--- src/core/ais_pkg.sv ---
// Constants, types and register map of the auxiliary input supervisor
package ais_pkg;
  // Clock rate and counter sizing
  localparam int CLK_MHZ = 125;
  localparam int CNT_W = 24;
  typedef logic [CNT_W-1:0] ais_cnt_t;

  // Filter and stretch times in microseconds, indexed by code
  localparam int FILT_US [8] = '{0, 5, 10, 20, 30, 50, 75, 100};
  localparam int STR_US [4] = '{0, 100, 1000, 10000};

  // Register indices; byte address is four times the index
  localparam int ADDR_W = 9;
  localparam int IDX_LSB = 2;
  localparam logic [6:0] IDX_HI_THR = 7'h48;
  localparam logic [6:0] IDX_HI_DB = 7'h49;
  localparam logic [6:0] IDX_LO_THR = 7'h4A;
  localparam logic [6:0] IDX_LO_DB = 7'h4B;
  localparam logic [6:0] IDX_DCFG = 7'h4C;
  localparam logic [6:0] IDX_FSEL = 7'h4D;
  localparam logic [6:0] IDX_GCFG = 7'h4E;
  localparam logic [6:0] IDX_STATUS = 7'h4F;
  localparam logic [6:0] IDX_MASK = 7'h50;

  // Field layout
  localparam int GF_W = 3;
  localparam int DB_W = 5;
  localparam int DCFG_GF_LSB = 2;
  localparam int GCFG_POL_BIT = 6;
  localparam int GCFG_EDGE_BIT = 5;
  localparam int GCFG_STR_LSB = 3;

  // Fault type and function codes
  localparam logic [1:0] RS_HI = 2'h0;
  localparam logic [1:0] RS_BOTH = 2'h1;
  localparam logic [1:0] RS_LO = 2'h2;
  localparam logic [1:0] RS_OFF = 2'h3;
  localparam logic [1:0] SEL_DET = 2'h0;
  localparam logic [1:0] SEL_GPI = 2'h1;
  localparam logic [1:0] SEL_GPI_WARN = 2'h2;
  localparam logic [1:0] SEL_NONE = 2'h3;

  // Event bits of status and mask
  localparam int EV_W = 3;
  localparam int EV_FAULT = 0;
  localparam int EV_WARN = 1;
  localparam int EV_EDGE = 2;

  // Reset values
  localparam logic [7:0] RST_HI_THR = 8'hFF;
  localparam logic [7:0] RST_LO_THR = 8'h00;

  typedef struct packed {
    logic read;
    logic write;
    logic [ADDR_W-1:0] address;
    logic [31:0] writedata;
  } ais_avm_req_s;

  typedef struct packed {
    logic [31:0] readdata;
    logic waitrequest;
  } ais_avm_rsp_s;

  typedef struct packed {
    logic flag;
    ais_cnt_t cnt;
  } ais_filt_s;
endpackage : ais_pkg

--- src/core/ais_top.sv ---
// Auxiliary input supervisor: detector, digital input, routing and registers
// Functional notes
// - Flag high limit when level exceeds the 8-bit high threshold.
// - Flag low limit when level falls below the 8-bit low threshold.
// - While high flag set, high threshold is lowered by the 5-bit deadband.
// - While low flag set, low threshold is raised by the 5-bit deadband.
// - Detector filter code selects 0 to 100 us delay.
// - Fault type: high only, both, low only, or detector off.
// - Function choice routes detector or digital faults and warnings, or nothing.
// - Polarity flip inverts the sensed pin level first.
// - Level or edge bit selects level or edge evaluation of the pin.
// - After a rising edge of the polarity-adjusted input, emit a pulse of 0, 100, 1000 or 10000 us.
// - Digital path ignores pulses shorter than its selected glitch time.
`timescale 1ns/1ps
module ais_top #(
  parameter int US_CYCLES = ais_pkg::CLK_MHZ
) (
  input wire logic clk,
  input wire logic nrst,
  input wire logic [7:0] fifth_aux_level,
  input wire logic fifth_aux_pin,
  input wire ais_pkg::ais_avm_req_s avm_req,
  output ais_pkg::ais_avm_rsp_s avm_rsp,
  output logic high_limit_flag,
  output logic low_limit_flag,
  output logic fault,
  output logic warning,
  output logic irq
);
  import ais_pkg::*;

  typedef struct packed {
    logic [7:0] lvl1;
    logic [7:0] lvl2;
    logic pin1;
    logic pin2;
    logic [7:0] thr_hi;
    logic [DB_W-1:0] db_hi;
    logic [7:0] thr_lo;
    logic [DB_W-1:0] db_lo;
    logic [GF_W-1:0] gf_det;
    logic [1:0] rs;
    logic [1:0] sel;
    logic pol;
    logic edge_mode;
    logic [1:0] str;
    logic [GF_W-1:0] gf_din;
    ais_filt_s hi;
    ais_filt_s lo;
    ais_filt_s din;
    ais_cnt_t str_cnt;
    logic fault_q;
    logic warn_q;
    logic [EV_W-1:0] sts;
    logic [EV_W-1:0] msk;
    logic irq_q;
    logic [7:0] rdata;
    logic wait_q;
  } ais_state_s;

  ais_state_s st;
  ais_state_s nx;

  logic [8:0] hi_m;
  logic [8:0] lo_p;
  logic [7:0] eff_hi;
  logic [7:0] eff_lo;
  logic raw_hi;
  logic raw_lo;
  ais_cnt_t det_lim;
  ais_cnt_t din_lim;
  ais_cnt_t str_lim;
  logic pol_pin;
  logic din_rise;
  logic det_fault;
  logic gp_fault;
  logic req;
  logic wr_go;
  logic [6:0] idx;
  logic [31:0] wd;
  logic [EV_W-1:0] ev;
  logic [EV_W-1:0] clr;

  // Filter delay in cycles for a glitch code
  function automatic ais_cnt_t filt_lim(logic [GF_W-1:0] c);
    return ais_cnt_t'(FILT_US[c] * US_CYCLES);
  endfunction : filt_lim

  // Flag follows raw only after lim+1 cycles of steady disagreement
  function automatic ais_filt_s filt_step(ais_filt_s f, logic raw, ais_cnt_t lim);
    ais_filt_s r;
    r = f;
    if (raw == f.flag)
    begin
      r.cnt = '0;
    end
    else if (f.cnt >= lim)
    begin
      r.flag = raw;
      r.cnt = '0;
    end
    else
    begin
      r.cnt = f.cnt + 1'b1;
    end
    return r;
  endfunction : filt_step

  // Outputs straight from state flops
  assign avm_rsp.readdata = {24'h000000, st.rdata};
  assign avm_rsp.waitrequest = st.wait_q;
  assign high_limit_flag = st.hi.flag;
  assign low_limit_flag = st.lo.flag;
  assign fault = st.fault_q;
  assign warning = st.warn_q;
  assign irq = st.irq_q;

  // Next-state logic of the whole block
  always_comb
  begin
    nx = st;
    // Two-flop capture of pin-side inputs; level word assumed slow versus clk
    nx.lvl1 = fifth_aux_level;
    nx.lvl2 = st.lvl1;
    nx.pin1 = fifth_aux_pin;
    nx.pin2 = st.pin1;

    // Effective thresholds with saturating deadband
    hi_m = {1'b0, st.thr_hi} - {4'h0, st.db_hi};
    lo_p = {1'b0, st.thr_lo} + {4'h0, st.db_lo};
    eff_hi = st.thr_hi;
    eff_lo = st.thr_lo;
    if (st.hi.flag)
    begin
      eff_hi = hi_m[8] ? 8'h00 : hi_m[7:0];
    end
    if (st.lo.flag)
    begin
      eff_lo = lo_p[8] ? 8'hFF : lo_p[7:0];
    end
    raw_hi = st.lvl2 > eff_hi;
    raw_lo = st.lvl2 < eff_lo;

    // Detector glitch filtering
    det_lim = filt_lim(st.gf_det);
    nx.hi = filt_step(st.hi, raw_hi, det_lim);
    nx.lo = filt_step(st.lo, raw_lo, det_lim);

    // Fault type selection
    case (st.rs)
      RS_HI: det_fault = st.hi.flag;
      RS_BOTH: det_fault = st.hi.flag | st.lo.flag;
      RS_LO: det_fault = st.lo.flag;
      default: det_fault = 1'b0;
    endcase

    // Digital input path
    pol_pin = st.pin2 ^ st.pol;
    din_lim = filt_lim(st.gf_din);
    nx.din = filt_step(st.din, pol_pin, din_lim);
    din_rise = nx.din.flag & ~st.din.flag;
    str_lim = ais_cnt_t'(STR_US[st.str] * US_CYCLES);
    // Retrigger restarts the pulse; code zero gives no pulse
    if (st.edge_mode && din_rise)
    begin
      nx.str_cnt = str_lim;
    end
    else if (st.str_cnt != '0)
    begin
      nx.str_cnt = st.str_cnt - 1'b1;
    end
    gp_fault = st.edge_mode ? (st.str_cnt != '0) : st.din.flag;

    // Routing to the sequencing side
    nx.fault_q = 1'b0;
    nx.warn_q = 1'b0;
    case (st.sel)
      SEL_DET: nx.fault_q = det_fault;
      SEL_GPI: nx.fault_q = gp_fault;
      SEL_GPI_WARN:
      begin
        nx.fault_q = gp_fault;
        nx.warn_q = det_fault;
      end
      default: nx.fault_q = 1'b0;
    endcase

    // Events for the interrupt status
    ev = '0;
    ev[EV_FAULT] = nx.fault_q & ~st.fault_q;
    ev[EV_WARN] = nx.warn_q & ~st.warn_q;
    ev[EV_EDGE] = din_rise;

    // Bus slave: answer one cycle after the request, commit on release edge
    req = avm_req.read | avm_req.write;
    idx = avm_req.address[IDX_LSB +: 7];
    wd = avm_req.writedata;
    wr_go = avm_req.write & ~st.wait_q;
    nx.wait_q = ~(req & st.wait_q);
    clr = '0;
    if (wr_go)
    begin
      // Only used bits are stored; the rest is dropped
      if (idx == IDX_HI_THR)
        nx.thr_hi = wd[7:0];
      else if (idx == IDX_HI_DB)
        nx.db_hi = wd[DB_W-1:0];
      else if (idx == IDX_LO_THR)
        nx.thr_lo = wd[7:0];
      else if (idx == IDX_LO_DB)
        nx.db_lo = wd[DB_W-1:0];
      else if (idx == IDX_DCFG)
      begin
        nx.gf_det = wd[DCFG_GF_LSB +: GF_W];
        nx.rs = wd[1:0];
      end
      else if (idx == IDX_FSEL)
        nx.sel = wd[1:0];
      else if (idx == IDX_GCFG)
      begin
        nx.pol = wd[GCFG_POL_BIT];
        nx.edge_mode = wd[GCFG_EDGE_BIT];
        nx.str = wd[GCFG_STR_LSB +: 2];
        nx.gf_din = wd[GF_W-1:0];
      end
      else if (idx == IDX_STATUS)
        clr = wd[EV_W-1:0];
      else if (idx == IDX_MASK)
        nx.msk = wd[EV_W-1:0];
    end
    // Set wins over a clear in the same cycle
    nx.sts = (st.sts & ~clr) | ev;
    nx.irq_q = |(st.sts & st.msk);

    // Read data captured while waitrequest is still high
    if (req && st.wait_q)
    begin
      nx.rdata = 8'h00;
      if (idx == IDX_HI_THR)
        nx.rdata = st.thr_hi;
      else if (idx == IDX_HI_DB)
        nx.rdata = {3'h0, st.db_hi};
      else if (idx == IDX_LO_THR)
        nx.rdata = st.thr_lo;
      else if (idx == IDX_LO_DB)
        nx.rdata = {3'h0, st.db_lo};
      else if (idx == IDX_DCFG)
        nx.rdata = {3'h0, st.gf_det, st.rs};
      else if (idx == IDX_FSEL)
        nx.rdata = {6'h00, st.sel};
      else if (idx == IDX_GCFG)
        nx.rdata = {1'b0, st.pol, st.edge_mode, st.str, st.gf_din};
      else if (idx == IDX_STATUS)
        nx.rdata = {5'h00, st.sts};
      else if (idx == IDX_MASK)
        nx.rdata = {5'h00, st.msk};
    end
  end

  // State register; quiet configuration out of reset
  always_ff @(posedge clk or negedge nrst)
  begin
    if (!nrst)
    begin
      st <= '0;
      st.thr_hi <= RST_HI_THR;
      st.thr_lo <= RST_LO_THR;
      st.rs <= RS_OFF;
      st.sel <= SEL_NONE;
      st.wait_q <= 1'b1;
    end
    else
    begin
      st <= nx;
    end
  end
endmodule : ais_top

--- config.mk ---
export PLATFORM = sky130hd
export DESIGN_NAME = ais_top
export DESIGN_NICKNAME = d
export VERILOG_FILES = /design/src/core/ais_pkg.sv /design/src/core/ais_top.sv
export SDC_FILE = /design/constraint.sdc
export NUM_CORES = 1
export LEC_CHECK = 0
export BUFFER_PORTS_ARGS = -buffer_cell sky130_fd_sc_hd__buf_2
export CAP_MARGIN = 20
export CORE_MARGIN = 4
export CORE_UTILIZATION = 62
export DETAILED_ROUTE_END_ITERATION = 8
export GPL_ROUTABILITY_DRIVEN = 1
export HOLD_SLACK_MARGIN = 0.05
export PLACE_DENSITY = 0.93
export SYNTH_ARGS = -nofsm -noshare
export SYNTH_HDL_FRONTEND = slang
export SYNTH_SLANG_ARGS = --single-unit
--- constraint.sdc ---
create_clock -name clk -period 8.4 [get_ports clk]
set_input_delay 2.52 -clock clk [delete_from_list [all_inputs] [get_ports clk]]
set_output_delay 2.52 -clock clk [all_outputs]
set_load 0.05 [all_outputs]
## Word-level counts from Yosys, hierarchy flattened

Memory sizes are Yosys's and may differ from the RTL's.
Index checks and enable logic that the tools add are counted.

| word-level totals | value |
|---|---|
| output and inout bits | 38 |
| bits of input ports | 54 |
| word-level logic and storage cells | 155 |
| register bits after elaboration | 175 |
| memories | 2 |
| RAM bits | 0 |
| bits in latches | 0 |
| ROM bits | 512 |

Memory list:

| memory | words | bits a word | read ports | clocked after memory_dff | wr ports | RTL line | text |
|---|---|---|---|---|---|---|---|
| (no name shown) | 8 | 32 | 1 | 0 | 0 | ais_top.sv:86 | `return ais_cnt_t'(FILT_US[c] * US_CYCLES);` |
| (no name shown) | 8 | 32 | 1 | 0 | 0 | ais_top.sv:86 |  |

| cells by class | value |
|---|---|
| add/sub/neg operators | 6 |
| multiplexer cells | 43 |
| reduce and logical (&&, ||, !) cells | 18 |
| bitwise operators | 30 |
| shift operators | 0 |
| multiply operators | 3 |
| order comparisons | 8 |
| equal/unequal tests | 16 |
| divide/modulo/power cells | 0 |

Operators by type and width:

| operator | number |
|---|---|
| $mux 24 | 8 |
| $mux 32 | 6 |
| $mul 32x8->24 const B | 3 |
| $add 24x1->24 const B | 3 |
| $ge 24x24->1 | 3 |
| $bmux 32 s2 | 1 |
| $eq 7x7->1 const B | 9 |
| $mux 8 | 7 |
| $mux 3 | 11 |
| $mux 7 | 4 |
| $reduce_bool 24->1 | 1 |
| $sub 24x1->24 const B | 1 |
| $not 1->1 | 15 |
| $reduce_and 10->1 | 1 |
| $add 8x5->9 | 1 |
| $sub 8x5->9 | 1 |
| $ge 4x4->1 const B | 2 |
| $gt 8x8->1 | 1 |
| $lt 8x8->1 | 1 |
| $not 3->4 | 2 |
| $reduce_and 8->1 | 1 |
| $reduce_and 7->1 | 1 |
| $and 3x3->3 | 2 |
| $reduce_and 2->1 | 3 |
| other kinds (22) | 36 |

## Depth between registers and ports, before layout

| depth | value |
|---|---|
| depth in word-level cells | 13 |
| depth in mapped cells | 28 |
| mapped depth without buffers | 26 |

## Worst setup path after synthesis

Ideal clock, no wire load.

| timing | value |
|---|---|
| kind | reg-to-reg |
| start | register st[128] (netlist bit) |
| end | register st[100] (netlist bit) |
| arrival | 5918 ps |
| setup slack | 2409 ps |
| data required time | 8328 ps |
| stages on the path, launching flop included | 27 |
| clock period less this slack | 5991 ps |
| buffers on the path | 1 |
| cell sequence | dfrtp_1 -> inv_1 -> ha_1 -> nand2_1 -> a21boi_0 -> inv_1 -> ha_1 -> inv_1 -> fa_1 -> inv_1 -> fa_1 -> inv_1 -> fa_1 -> inv_1 -> ha_1 -> nand2_1 -> o21ai_0 -> o41ai_1 -> xnor2_1 -> ha_1 -> a21oi_1 -> o21ai_0 -> a31o_2 -> a41oi_1 -> o221ai_1 -> clkbuf_1 -> nor2_1 |

RTL lines:

| item | RTL line | text |
|---|---|---|
| from (decl) | ais_top.sv:61 | `ais_state_s st;` |
| from (signal assigned) | ais_top.sv:274 | `st <= nx;` |

==> flow_summary.json <==
{
  "outcome": "completed",
  "async_flop_share_pct": 100,
  "grt_util_met2_pct": 43.7,
  "syn_area_per_cell_um2": 9.68,
  "area_growth_pct": 8.49,
  "place.gp.congestion": 0.899,
  "end_kind": "flip-flop",
  "vias": 9696,
  "use_met1_pct": 31.1,
  "fp-row-count": 51,
  "path_buf_inv": 7,
  "synth.most_common_cell": "dfrtp_1",
  "whs_path_depth": 0,
  "crit_end": "st[103]$_DFF_PN0_",
  "num-fill-cells": 1312,
  "syn-cell-area_um2": 12400,
  "final_core_util_pct": 68.6,
  "critical_path_required_ns": 8.76,
  "drt_iter0_markers": 735,
  "grt_pass1_wl_um": 45800,
  "clkTransAtPathRegs_ns": 0.08,
  "finalCritPeriodShare_pct": 85.0,
  "yosys_warnings": 0,
  "crit_path_top_delay_cell": "a21boi_0",
  "antenna_found_initial": 0,
  "fin_cells": 1616,
  "die-area_um2": 22300,
  "drv_slew": 0,
  "place_area_um2": 12800,
  "avgViaCountPerCell": 6.00,
  "cts_made_buffers": 17,
  "fp.dieH_um": 149,
  "r2r_setup_slack_ns": 1.26,
  "finalPower_mw": 2.45,
  "path_common_cell": "inv_1",
  "postRouteAntennaNets": 0,
  "ir_worst_vdd_mv": 0.158,
  "fin_setup_tns_ns": 0,
  "cts-resized-gates": 0,
  "synth_top_area_share_pct": 32.7,
  "remaining_drc_errors": 0,
  "cts_setup_buffers": 0,
  "cts.path.max_buffers": 2,
  "drt-pass1-iter-count": 7,
  "ff2ff_path_depth": 26,
  "clkLatencyLatePin_ns": 0.45,
  "fin_skew_ns": 0.0112,
  "grt_usage_pct": 25.4,
  "setup_viol": 0,
  "drive_gt1_share_pct": 10.6,
  "min_period_ns": 7.14,
  "cp-startpoint": "st[128]$_DFFE_PN0P_",
  "placedCellCount": 1583,
  "cts.sinks": 175,
  "syn_inst": 1280,
  "use_met3_pct": 4.92,
  "path_depth": 26,
  "busiest_layer": "met2",
  "power_leakage_nw": 6.63,
  "relSlewSlack_pct": 33.6,
  "synth_seq_cells": 175,
  "synthTopCellsByArea": "dfrtp_1 33%, ha_1 16%, fa_1 4.7%",
  "finalHoldViolations": 0,
  "powerDensity_nw_per_um2": 182,
  "cpLargestDelayFamily": "adder cells",
  "grt_setup_unrepaired": "no",
  "max_clock_freq_mhz": 140,
  "die_w_um": 149,
  "synthFlopType": "dfrtp_1",
  "cp_max_fo": 15,
  "root_buffer": "clkbuf_16",
  "ctsHoldBuffers": 0,
  "synth_area_leader_cell": "dfrtp_1",
  "fin_area_um2": 13400,
  "port_buffers": 41,
  "start_util_pct": 63.3,
  "hold_slack_ns": 0.348,
  "core_area_um2": 19600,
  "nNetsFinal": 1582,
  "r2r_end": "st[103]$_DFF_PN0_",
  "drt_wl_total_um": 28200,
  "worstSetupPathType": "reg2reg",
  "io-pin-count": 92,
  "critPathArrivalTime_ns": 7.50,
  "diodes": 0,
  "synth_edf_count": 0,
  "grt_overflow_total": 0,
  "max_stage_delay_ns": 0.58,
  "ys_types": 76,
  "hold_path.class": "reg2reg",
  "wl_per_cell_um": 17.4,
  "startpoint_type": "flip-flop",
  "worst_slack_ns": 1.26,
  "grt_max_degree": 63,
  "dpl.hpwl_um": 20000,
  "synth_common_cells": "162 x dfrtp_1, 161 x ha_1, 120 x nand2_1",
  "cts_tree": "built",
  "ys_seq_area_share_pct": 35.5,
  "grt_pass1_vias": 9813,
  "maxCapViolCount": 0,
  "tightest_slew_ns": 0.990,
  "htreeDepth": 4,
  "pre_cts_slack_ns": 1.55,
  "r2r-start": "st[128]$_DFFE_PN0P_"
}
[placed cells by master (no fill, tap or decap), types with 40 or more instances in the layout]
master	Yosys	final
a21oi_1	60	60
o21ai_0	59	59
buf_2	7	40
ha_1	161	161
xnor2_1	59	59
dfrtp_1	162	162
nor2_1	105	105
conb_1	1	51
inv_1	116	116
nand2_1	120	120
[power breakdown]
group	switching [mW]	leakage [nW]	internal (mW)	total, mW
Combinational	0.374	4.10	0.229	0.603
Clock	0.397	0.306	0.436	0.833
Sequential	0.0881	2.22	0.922	1.01
[metal layers]
layer	vias to the layer above	part of all wire, %
met5	-	0
met4	0	3.8
met3	117	5.9
met2	426	50
met1	4711	40
li1	4442	-
[worst min-delay path by stage]
stage	to	startpoint	slack, ns
after floorplan	st[157]$_DFF_PN0_	nx[157]$_DFF_PN0_	0.33
after global placement	st[161]$_DFF_PN0_	nx[161]$_DFF_PN0_	0.33
after detailed placement	st[163]$_DFF_PN0_	nx[163]$_DFF_PN0_	0.34
after CTS	st[166]$_DFF_PN0_	nx[166]$_DFF_PN0_	0.35
after global routing	st[163]$_DFF_PN0_	nx[163]$_DFF_PN0_	0.36
final	st[166]$_DFF_PN0_	nx[166]$_DFF_PN0_	0.35
[state kept, by name, summed over array words and instances (netlist names)]
| name | flops |
|---|---|
| avm_rsp | 9 |
| warning | 1 |
| fault | 1 |
| high_limit_flag | 1 |
| nx | 9 |
| st | 152 |
| irq | 1 |
| low_limit_flag | 1 |
[worst reg2reg max path: cells and delay by family, from the launching register on]
family                   cells  cell delay, ns
adder cells (fa/ha/maj)      7            2.79
flip-flops                   1            0.49
AND/OR/NAND/NOR              4            0.38
XOR/XNOR                     1            0.24
buffers and inverters        7            0.77
AO/OA/AOI/OAI                7            2.39
[cell families after synthesis]
logic type	share of synthesized area (%)
other cells	0.0303
simple gates	14.5
compound gates	11.5
xor+xnor	6.71
buf+inv	6.40
fa+ha+maj	20.9
mux	4.44
flops	35.5
[cell type report]
cell class / instances / area (um2) / area share (%)
Timing Repair Buffer: 47 / 256 / 1.91
Tap cell: 265 / 332 / 2.47
Clock buffer: 17 / 425 / 3.16
Sequential cell: 175 / 4400 / 32.7
Multi-Input combinational cell: 980 / 7390 / 55.0
Clock inverter: 15 / 205 / 1.53
Inverter: 117 / 439 / 3.27
(Power assumes the default switching activity.)
